`src/boex_pkg.sv`:
```
package boex_pkg;

    // ------------------------------------------------------------
    // Register map (byte addresses)
    // ------------------------------------------------------------
    localparam logic [7:0] OFF_INSTR = 8'h00;
    localparam logic [7:0] OFF_ACCUM = 8'h04;
    localparam logic [7:0] OFF_STATUS = 8'h08;
    localparam logic [7:0] OFF_PC = 8'h0c;
    localparam logic [7:0] OFF_FIDX = 8'h10;
    localparam logic [7:0] OFF_FDATA = 8'h14;

    // ------------------------------------------------------------
    // Field positions
    // ------------------------------------------------------------
    localparam int INS_OP_LSB = 8;
    localparam int INS_D_BIT = 7;
    localparam int ST_EXTRA_BIT = 0;
    localparam int ST_NULL_BIT = 2;
    localparam int ST_GIE_BIT = 7;
    localparam int INS_BUSY_BIT = 31;

    // ------------------------------------------------------------
    // Reset values and bus answers
    // ------------------------------------------------------------
    localparam logic [7:0] ACCUM_RST = 8'h00;
    localparam logic [1:0] RESP_OKAY = 2'h0;
    localparam logic [1:0] RESP_SLVERR = 2'h2;

    // ------------------------------------------------------------
    // Types
    // ------------------------------------------------------------
    typedef enum logic [3:0] {
        OP_IDLE = 4'h0,
        OP_OR = 4'h1,
        OP_STORE = 4'h2,
        OP_COPY = 4'h3,
        OP_RETI = 4'h4,
        OP_RL = 4'h5,
        OP_RR = 4'h6,
        OP_RETK = 4'h7
    } boex_op_e;

    typedef enum logic [1:0] {
        ST_IDLE = 2'h0,
        ST_EXEC = 2'h1,
        ST_FLUSH = 2'h2
    } boex_state_e;

endpackage : boex_pkg

```
`src/boex_core.sv`:
```
// Decided for this implementation: register access over AXI4-Lite and the register addresses.
`timescale 1ns/10ps
// Functional notes
// - OR of accumulator and file register goes to accumulator or file, null flag updated.
// - Store copies the accumulator into the file register and touches no flag.
// - Copy moves a file register to accumulator or back to itself and updates the null flag.
// - Copy back to its source leaves it intact while still updating the null flag.
// - Return from interrupt loads the counter from the stack head and sets irq enable.
// - Rotate left moves the extra bit into bit 0 and old bit 7 into the extra bit.
// - Rotate right moves the extra bit into bit 7 and old bit 0 into the extra bit.
// - Return with constant loads the accumulator with the immediate and the counter from the stack head.
// - Return with constant takes two instruction cycles.
// - Every return pops the hardware stack.
module boex_core
    import boex_pkg::*;
#(
    parameter int ADDR_W = 8,
    parameter int PC_W = 13
)(
    input wire logic aclk,
    input wire logic aresetn,
    input wire logic [ADDR_W-1:0] s_axi_awaddr,
    input wire logic s_axi_awvalid,
    output logic s_axi_awready,
    input wire logic [31:0] s_axi_wdata,
    input wire logic [3:0] s_axi_wstrb,
    input wire logic s_axi_wvalid,
    output logic s_axi_wready,
    output logic [1:0] s_axi_bresp,
    output logic s_axi_bvalid,
    input wire logic s_axi_bready,
    input wire logic [ADDR_W-1:0] s_axi_araddr,
    input wire logic s_axi_arvalid,
    output logic s_axi_arready,
    output logic [31:0] s_axi_rdata,
    output logic [1:0] s_axi_rresp,
    output logic s_axi_rvalid,
    input wire logic s_axi_rready,
    input wire logic [PC_W-1:0] stack_head,
    output logic stack_pop,
    output logic [PC_W-1:0] prog_counter
);

    if (ADDR_W < 8 || PC_W < 1 || PC_W > 31)
    begin : g_bad_param
        $error("boex_core: ADDR_W must be >= 8 and PC_W within 1..31");
    end

    function automatic logic [31:0] merge(input logic [31:0] old, input logic [31:0] nw,
                                          input logic [3:0] strb);
        logic [31:0] r;
        r = old;
        for (int i = 0; i < 4; i++)
        begin
            if (strb[i])
            begin
                r[i*8 +: 8] = nw[i*8 +: 8];
            end
        end
        return r;
    endfunction : merge

    // ------------------------------------------------------------
    // AXI4-Lite write channel
    // ------------------------------------------------------------
    logic awready_q, wready_q, bvalid_q, aw_full_q, w_full_q;
    logic [1:0] bresp_q;
    logic [7:0] waddr_q;
    logic [31:0] wdata_q;
    logic [3:0] wstrb_q;
    logic aw_full_d, w_full_d, wr_go, wr_ok;
    boex_state_e st_q;

    assign wr_go = aw_full_q && w_full_q && !bvalid_q && st_q == ST_IDLE;
    assign aw_full_d = wr_go ? 1'b0 : (aw_full_q || (s_axi_awvalid && awready_q));
    assign w_full_d = wr_go ? 1'b0 : (w_full_q || (s_axi_wvalid && wready_q));
    assign wr_ok = waddr_q inside {OFF_INSTR, OFF_ACCUM, OFF_STATUS, OFF_PC, OFF_FIDX,
                                   OFF_FDATA};

    always_ff @(posedge aclk)
    begin
        if (!aresetn)
        begin
            aw_full_q <= 1'b0;
            w_full_q <= 1'b0;
            awready_q <= 1'b0;
            wready_q <= 1'b0;
        end
        else
        begin
            aw_full_q <= aw_full_d;
            w_full_q <= w_full_d;
            awready_q <= !aw_full_d;
            wready_q <= !w_full_d;
        end
    end

    always_ff @(posedge aclk)
    begin
        if (!aresetn)
        begin
            waddr_q <= 8'h00;
            wdata_q <= 32'h0000_0000;
            wstrb_q <= 4'h0;
        end
        else
        begin
            if (s_axi_awvalid && awready_q)
            begin
                waddr_q <= s_axi_awaddr[7:0];
            end
            if (s_axi_wvalid && wready_q)
            begin
                wdata_q <= s_axi_wdata;
                wstrb_q <= s_axi_wstrb;
            end
        end
    end

    always_ff @(posedge aclk)
    begin
        if (!aresetn)
        begin
            bvalid_q <= 1'b0;
            bresp_q <= RESP_OKAY;
        end
        else if (wr_go)
        begin
            bvalid_q <= 1'b1;
            bresp_q <= wr_ok ? RESP_OKAY : RESP_SLVERR;
        end
        else if (s_axi_bready)
        begin
            bvalid_q <= 1'b0;
        end
    end

    // ------------------------------------------------------------
    // Execution datapath
    // ------------------------------------------------------------
    logic [7:0] file_q [128];
    logic [7:0] acc_q, res_d, fsel, kval;
    logic [6:0] fptr_q, fidx;
    logic [11:0] instr_q;
    logic [PC_W-1:0] pc_q;
    logic null_q, extra_q, gie_q, pop_q, exec, dbit, is_ret, to_acc, to_file;
    boex_op_e op;
    logic [31:0] ins_m, acc_m, pc_m;

    assign op = boex_op_e'(instr_q[INS_OP_LSB +: 4]);
    // Byte-merged register images for software writes
    assign ins_m = merge({20'h00000, instr_q}, wdata_q, wstrb_q);
    assign acc_m = merge({24'h000000, acc_q}, wdata_q, wstrb_q);
    assign pc_m = merge(32'(pc_q), wdata_q, wstrb_q);
    assign dbit = instr_q[INS_D_BIT];
    assign fidx = instr_q[6:0];
    assign kval = instr_q[7:0];
    assign fsel = file_q[fidx];
    assign exec = st_q == ST_EXEC;
    assign is_ret = op == OP_RETI || op == OP_RETK;
    assign to_acc = exec && !dbit && op inside {OP_OR, OP_COPY, OP_RL, OP_RR};
    assign to_file = exec && dbit && op inside {OP_OR, OP_COPY, OP_RL, OP_RR};

    always_comb
    begin
        case (op)
            OP_OR: res_d = acc_q | fsel;
            OP_RL: res_d = {fsel[6:0], extra_q};
            OP_RR: res_d = {extra_q, fsel[7:1]};
            default: res_d = fsel;
        endcase
    end

    always_ff @(posedge aclk)
    begin
        if (!aresetn)
        begin
            instr_q <= 12'h000;
        end
        else if (wr_go && waddr_q == OFF_INSTR)
        begin
            instr_q <= ins_m[11:0];
        end
    end

    always_ff @(posedge aclk)
    begin
        if (!aresetn)
        begin
            st_q <= ST_IDLE;
        end
        else
        begin
            case (st_q)
                ST_IDLE: st_q <= (wr_go && waddr_q == OFF_INSTR) ? ST_EXEC : ST_IDLE;
                ST_EXEC: st_q <= is_ret ? ST_FLUSH : ST_IDLE;
                default: st_q <= ST_IDLE;
            endcase
        end
    end

    always_ff @(posedge aclk)
    begin
        if (!aresetn)
        begin
            acc_q <= ACCUM_RST;
        end
        else if (to_acc)
        begin
            acc_q <= res_d;
        end
        else if (exec && op == OP_RETK)
        begin
            acc_q <= kval;
        end
        else if (wr_go && waddr_q == OFF_ACCUM)
        begin
            acc_q <= acc_m[7:0];
        end
    end

    always_ff @(posedge aclk)
    begin
        if (exec && op == OP_STORE)
        begin
            file_q[fidx] <= acc_q;
        end
        else if (to_file)
        begin
            file_q[fidx] <= res_d;
        end
        else if (wr_go && waddr_q == OFF_FDATA && wstrb_q[0])
        begin
            file_q[fptr_q] <= wdata_q[7:0];
        end
    end

    always_ff @(posedge aclk)
    begin
        if (!aresetn)
        begin
            fptr_q <= 7'h00;
        end
        else if (wr_go && waddr_q == OFF_FIDX && wstrb_q[0])
        begin
            fptr_q <= wdata_q[6:0];
        end
    end

    always_ff @(posedge aclk)
    begin
        if (!aresetn)
        begin
            null_q <= 1'b0;
            extra_q <= 1'b0;
            gie_q <= 1'b0;
        end
        else if (exec)
        begin
            if (op == OP_OR || op == OP_COPY)
            begin
                null_q <= res_d == 8'h00;
            end
            if (op == OP_RL)
            begin
                extra_q <= fsel[7];
            end
            if (op == OP_RR)
            begin
                extra_q <= fsel[0];
            end
            if (op == OP_RETI)
            begin
                gie_q <= 1'b1;
            end
        end
        else if (wr_go && waddr_q == OFF_STATUS && wstrb_q[0])
        begin
            null_q <= wdata_q[ST_NULL_BIT];
            extra_q <= wdata_q[ST_EXTRA_BIT];
            gie_q <= wdata_q[ST_GIE_BIT];
        end
    end

    always_ff @(posedge aclk)
    begin
        if (!aresetn)
        begin
            pc_q <= '0;
            pop_q <= 1'b0;
        end
        else
        begin
            pop_q <= exec && is_ret;
            if (exec)
            begin
                pc_q <= is_ret ? stack_head : pc_q + PC_W'(1);
            end
            else if (wr_go && waddr_q == OFF_PC)
            begin
                pc_q <= pc_m[PC_W-1:0];
            end
        end
    end

    // ------------------------------------------------------------
    // AXI4-Lite read channel
    // ------------------------------------------------------------
    logic arready_q, rvalid_q, rvalid_d, rd_ok;
    logic [31:0] rdata_q, rd_data;
    logic [1:0] rresp_q;

    assign rvalid_d = (s_axi_arvalid && arready_q) || (rvalid_q && !s_axi_rready);

    always_comb
    begin
        rd_ok = 1'b1;
        rd_data = 32'h0000_0000;
        case (s_axi_araddr[7:0])
            OFF_INSTR: rd_data = {st_q != ST_IDLE, 19'h00000, instr_q};
            OFF_ACCUM: rd_data[7:0] = acc_q;
            OFF_STATUS:
            begin
                rd_data[ST_NULL_BIT] = null_q;
                rd_data[ST_EXTRA_BIT] = extra_q;
                rd_data[ST_GIE_BIT] = gie_q;
            end
            OFF_PC: rd_data[PC_W-1:0] = pc_q;
            OFF_FIDX: rd_data[6:0] = fptr_q;
            OFF_FDATA: rd_data[7:0] = file_q[fptr_q];
            default: rd_ok = 1'b0;
        endcase
    end

    always_ff @(posedge aclk)
    begin
        if (!aresetn)
        begin
            arready_q <= 1'b0;
            rvalid_q <= 1'b0;
            rdata_q <= 32'h0000_0000;
            rresp_q <= RESP_OKAY;
        end
        else
        begin
            arready_q <= !rvalid_d;
            rvalid_q <= rvalid_d;
            if (s_axi_arvalid && arready_q)
            begin
                rdata_q <= rd_data;
                rresp_q <= rd_ok ? RESP_OKAY : RESP_SLVERR;
            end
        end
    end

    assign s_axi_awready = awready_q;
    assign s_axi_wready = wready_q;
    assign s_axi_bvalid = bvalid_q;
    assign s_axi_bresp = bresp_q;
    assign s_axi_arready = arready_q;
    assign s_axi_rvalid = rvalid_q;
    assign s_axi_rdata = rdata_q;
    assign s_axi_rresp = rresp_q;
    assign stack_pop = pop_q;
    assign prog_counter = pc_q;

    // ------------------------------------------------------------
    // Checks
    // ------------------------------------------------------------
    AST_OR: assert property (@(posedge aclk) disable iff (!aresetn)
        exec && op == OP_OR && !dbit |=> acc_q == $past(acc_q | fsel)
        && null_q == (acc_q == 8'h00)) else $error("or result wrong");
    AST_STORE: assert property (@(posedge aclk) disable iff (!aresetn)
        exec && op == OP_STORE |=> file_q[$past(fidx)] == $past(acc_q)
        && $stable(null_q) && $stable(extra_q)) else $error("store wrong");
    AST_COPY: assert property (@(posedge aclk) disable iff (!aresetn)
        exec && op == OP_COPY && !dbit |=> acc_q == $past(fsel)) else $error("copy wrong");
    AST_TEST: assert property (@(posedge aclk) disable iff (!aresetn)
        exec && op == OP_COPY && dbit |=> file_q[$past(fidx)] == $past(fsel)
        && null_q == ($past(fsel) == 8'h00)) else $error("copy test wrong");
    AST_RETI: assert property (@(posedge aclk) disable iff (!aresetn)
        exec && op == OP_RETI |=> pc_q == $past(stack_head) && gie_q)
        else $error("irq return wrong");
    AST_RL: assert property (@(posedge aclk) disable iff (!aresetn)
        exec && op == OP_RL && dbit |=> extra_q == $past(fsel[7])
        && file_q[$past(fidx)] == {$past(fsel[6:0]), $past(extra_q)}) else $error("rl wrong");
    AST_RR: assert property (@(posedge aclk) disable iff (!aresetn)
        exec && op == OP_RR && !dbit |=> extra_q == $past(fsel[0])
        && acc_q == {$past(extra_q), $past(fsel[7:1])}) else $error("rr wrong");
    AST_RETK: assert property (@(posedge aclk) disable iff (!aresetn)
        exec && op == OP_RETK |=> acc_q == $past(kval) && pc_q == $past(stack_head))
        else $error("constant return wrong");
    AST_TWO: assert property (@(posedge aclk) disable iff (!aresetn)
        exec && is_ret |=> st_q == ST_FLUSH ##1 st_q == ST_IDLE) else $error("not two cycles");
    AST_POP: assert property (@(posedge aclk) disable iff (!aresetn)
        pop_q == $past(exec && is_ret)) else $error("pop mismatch");
    AST_IDLE: assert property (@(posedge aclk) disable iff (!aresetn)
        exec && op == OP_IDLE |=> pc_q == $past(pc_q) + PC_W'(1) && $stable(acc_q)
        && st_q == ST_IDLE) else $error("idle wrong");
    AST_RETI2: assert property (@(posedge aclk) disable iff (!aresetn)
        exec && op == OP_RETI |=> st_q == ST_FLUSH && !exec) else $error("irq return short");

endmodule : boex_core

```
`config.mk`:
```
export PLATFORM = sky130hd
export DESIGN_NAME = boex_core
export DESIGN_NICKNAME = d
export VERILOG_FILES = /design/src/boex_pkg.sv /design/src/boex_core.sv
export SDC_FILE = /design/constraint.sdc
export NUM_CORES = 2
export LEC_CHECK = 0
export BUFFER_PORTS_ARGS = -buffer_cell sky130_fd_sc_hd__buf_2
export CORE_MARGIN = 5
export CORE_UTILIZATION = 57
export CTS_CLUSTER_DIAMETER = 60
export DETAILED_ROUTE_END_ITERATION = 12
export HOLD_SLACK_MARGIN = 0.03
export PLACE_DENSITY = 0.83
export SYNTH_ARGS = -nofsm -noshare
export SYNTH_HDL_FRONTEND = slang
export SYNTH_SLANG_ARGS = --single-unit
export TNS_END_PERCENT = 20
```
`constraint.sdc`:
```
create_clock -name aclk -period 8.9 [get_ports aclk]
set_input_delay 0.445 -clock aclk [delete_from_list [all_inputs] [get_ports aclk]]
set_output_delay 0.445 -clock aclk [all_outputs]
set_load 0.02 [all_outputs]
```
==> flow_summary.toml <==
[outcome]
outcome = "finished, final reports clean"

[clocking]
cts-htree-levels = 3
tritoncts = "done"
cts_num_sinks = 1129
cts-root-to-sink-buffers = 3
clock_insertion_delay_worst_skew_ns = 0.71
count_of_hold_fix_buffers_inserted_at_cts = 19
cts_post_setup_buffers_inserted = 0
cts_inserted_buffers = 111
clockRootBuffer = "clkbuf_16"
clkTransAtPathRegs_ns = 0.06
post_cts_resize_count = 0

[hold_path]
worstHoldPathType = "input port to flop"

[sta]
final-hold-violation-count = 0
setup_viol = 0
finalClockSkew_ns = 0.04331
worst_hold_slack_ns = 0.06322
fmax_mhz = 163.4
slew_headroom = 0.03393
fin_setup_tns_ns = 0
unrepaired_setup_endpoints_after_global_routing = "false"
worstMarginPinSlew_ns = 1.449
post-route-period-util = 0.6878
timing_max_transition_violations_final = 0
period_minus_slack_ns = 6.122

[die]
dieWidth_microns = 317.2
core_region_area_sq_um = 93470
io_pins = 127
core.rowCount = 112
die_y_microns = 317.2
die_footprint_sq_um = 100600
floorplan.initialDensity = 0.5757

[logic_synthesis]
yosys_warnings = 0
synth-main-ff-cell = "edfxtp_1"
count_of_flip_flops_with_a_built_in_enable_after_synthesis = 1024
syn-cell-area_sq_um = 53810
synthesis.instances = 3068
netlist-cell-type-count = 86
syn_avg_cell_area_sq_um = 17.54
ys_async_sr_fraction = 0
synth_seq_area_share = 0.6105
ys_seq_elements = 1129

[global_route]
first_global_vias = 33620
gr-usage-met3 = 0.1226
grtUsageMet2 = 0.5007
global_route.peak_usage_layer = "met2"
grt_first_pass_wirelength_microns = 237900
grt_overflow_total = 0
grt.total_usage = 0.3303
grt_use_met1 = 0.4180
initial_antenna_violation_count = 13
grt_start_max_net_pins = 129

[power]
total_power_mw = 10.52
total_leakage_power_nw = 18.52
vdd.ir_drop.worst_mv = 0.1597
cellPowerDensity_nw_per_um2 = 178.2

[placement]
hpwl_microns = 103600
numPortBuffers = 85
finalWeightedCongestion = 0.9884

[critical_path]
critPathRequiredTime_ns = 9.24
worst-setup-path-type = "flop to flop"
start_kind = "flop"
worstPathMaxFanout = 123
worst-endpoint-arrival_ns = 6.46
timing.critical_path.to_type = "flop"

[flow_run]
reported_max_cap_violation_count = 0

[final_layout]
final_common_cell = "edfxtp_1"
area.growth.synth_to_final_pct = 9.762
final_cell_mix = "edfxtp_1 (1024), mux4_2 (563), nor2_1 (194), nand2_1 (153), mux2i_1 (136)"
drive_gt1_frac = 0.2895
fillers = 6093
total_nets_final = 3172

[drt]
remaining_antenna_violation_count_after_routing = 0
drt_first_pass_iters = 7
post-route-drc-count = 0
via_count_of_the_routed_design = 33930
drt_iter0_drc = 5965
routed_wl_microns = 166200
detail_route.vias_per_cell = 7.614
wire_per_inst_microns = 37.30
[worst max-delay path, stage by stage, from the launching register on]
cell and delay, ns:
dfxtp_4 0.82, buf_12 0.62, mux4_2 0.45, o22ai_1 0.19, o21ai_0 0.25, a211oi_1 1.01
mux2i_1 0.40, or2_1 0.33, a211oi_2 0.30, o31ai_1 0.10, mux2_4 0.55, buf_4 0.43
[stage by stage]
step                area, sq um  utilization  std cells  setup slack, ns
global route              59030       0.6316       4446            2.678
CTS                       59030       0.6316       4446            3.130
global placement          55220       0.5907       4221            3.339
detailed placement        55220       0.5907       4221            3.207
floorplan                 53880            -       3087           0.1907
finish                    59060       0.6319       4457            2.778
[layout make-up]
type                    count  area (sq um)  share of cell area
flip-flops and latches   1129         32880              0.5567
multi-input cells        1677         19730              0.3341
clock buffers             143          2993             0.05067
well taps                1254          1569             0.02657
repair buffers            161          1156             0.01958
clock inverters            63         634.4             0.01074
inverters                  19         71.32            0.001208
diodes                     11         27.53           0.0004661
[registers in the layout, summed over array words and instances (netlist names), 2 cells and up, named ones only]
register	cells
file_q	1024
s_axi_rdata	14
prog_counter	13
wdata_q	13
instr_q	12
acc_q	8
waddr_q	8
fptr_q	7
st_q	2
wstrb_q	2
[routing by layer]
layer / vias to the layer above / part of all wire / wire length [microns]
met1: 17090 / 0.31 / 51870
met5: - / 0.00026 / 43
met3: 738 / 0.16 / 26520
li1: 12820 / - / -
met2: 3283 / 0.45 / 75360
met4: 8 / 0.075 / 12440
[cell usage after synthesis (27+ instances only)]
cell type,number,area (sq um)
dfxtp_1,105,2102
a21oi_1,46,230.2
nor3_1,27,135.1
nand3_1,39,195.2
a22oi_1,47,352.8
nand2_1,153,574.3
mux4_2,563,12680
and3_1,28,175.2
a21boi_0,27,202.7
buf_2,60,300.3
buf_1,28,105.1
nor2b_1,52,325.3
clkbuf_1,129,484.2
edfxtp_1,1024,30750
nor2_1,195,732.0
mux2i_1,136,1361
o21ai_0,34,170.2
[cell families after synthesis]
logic type               after synthesis  share of synthesized area
AO/OA/AOI/OAI                        347                    0.04665
multiplexers                         706                     0.2624
other                                  1                 0.00006969
buffers and inverters                281                    0.02597
XOR/XNOR                              10                   0.001628
AND/OR/NAND/NOR                      593                    0.05251
adder cells (fa/ha/maj)                1                  0.0002325
flip-flops                          1129                     0.6105
[power by group]
| part | total [mW] | switching, mW | internal (mW) | leakage [nW] |
|---|---|---|---|---|
| Sequential | 5.71 | 0.0136 | 5.70 | 11.1 |
| Combinational | 0.0755 | 0.0454 | 0.0301 | 5.69 |
| Clock | 4.74 | 2.07 | 2.67 | 1.75 |
[path summary, 6_finish.rpt]
| kind | startpoint | endpoint | slack [ns] | depth (start not counted) |
|---|---|---|---|---|
| worst min register to register | s_axi_rdata[2] | s_axi_rdata[2] | 0.45 | 2 |
| worst min-delay path | s_axi_awaddr[4] | waddr_q[4] | 0.06 | 3 |
| worst max register to register | flop | file_q[82][0] | 2.78 | 11 |
| worst max-delay path | flop | file_q[82][0] | 2.78 | 11 |
(Power assumes the default switching activity.)
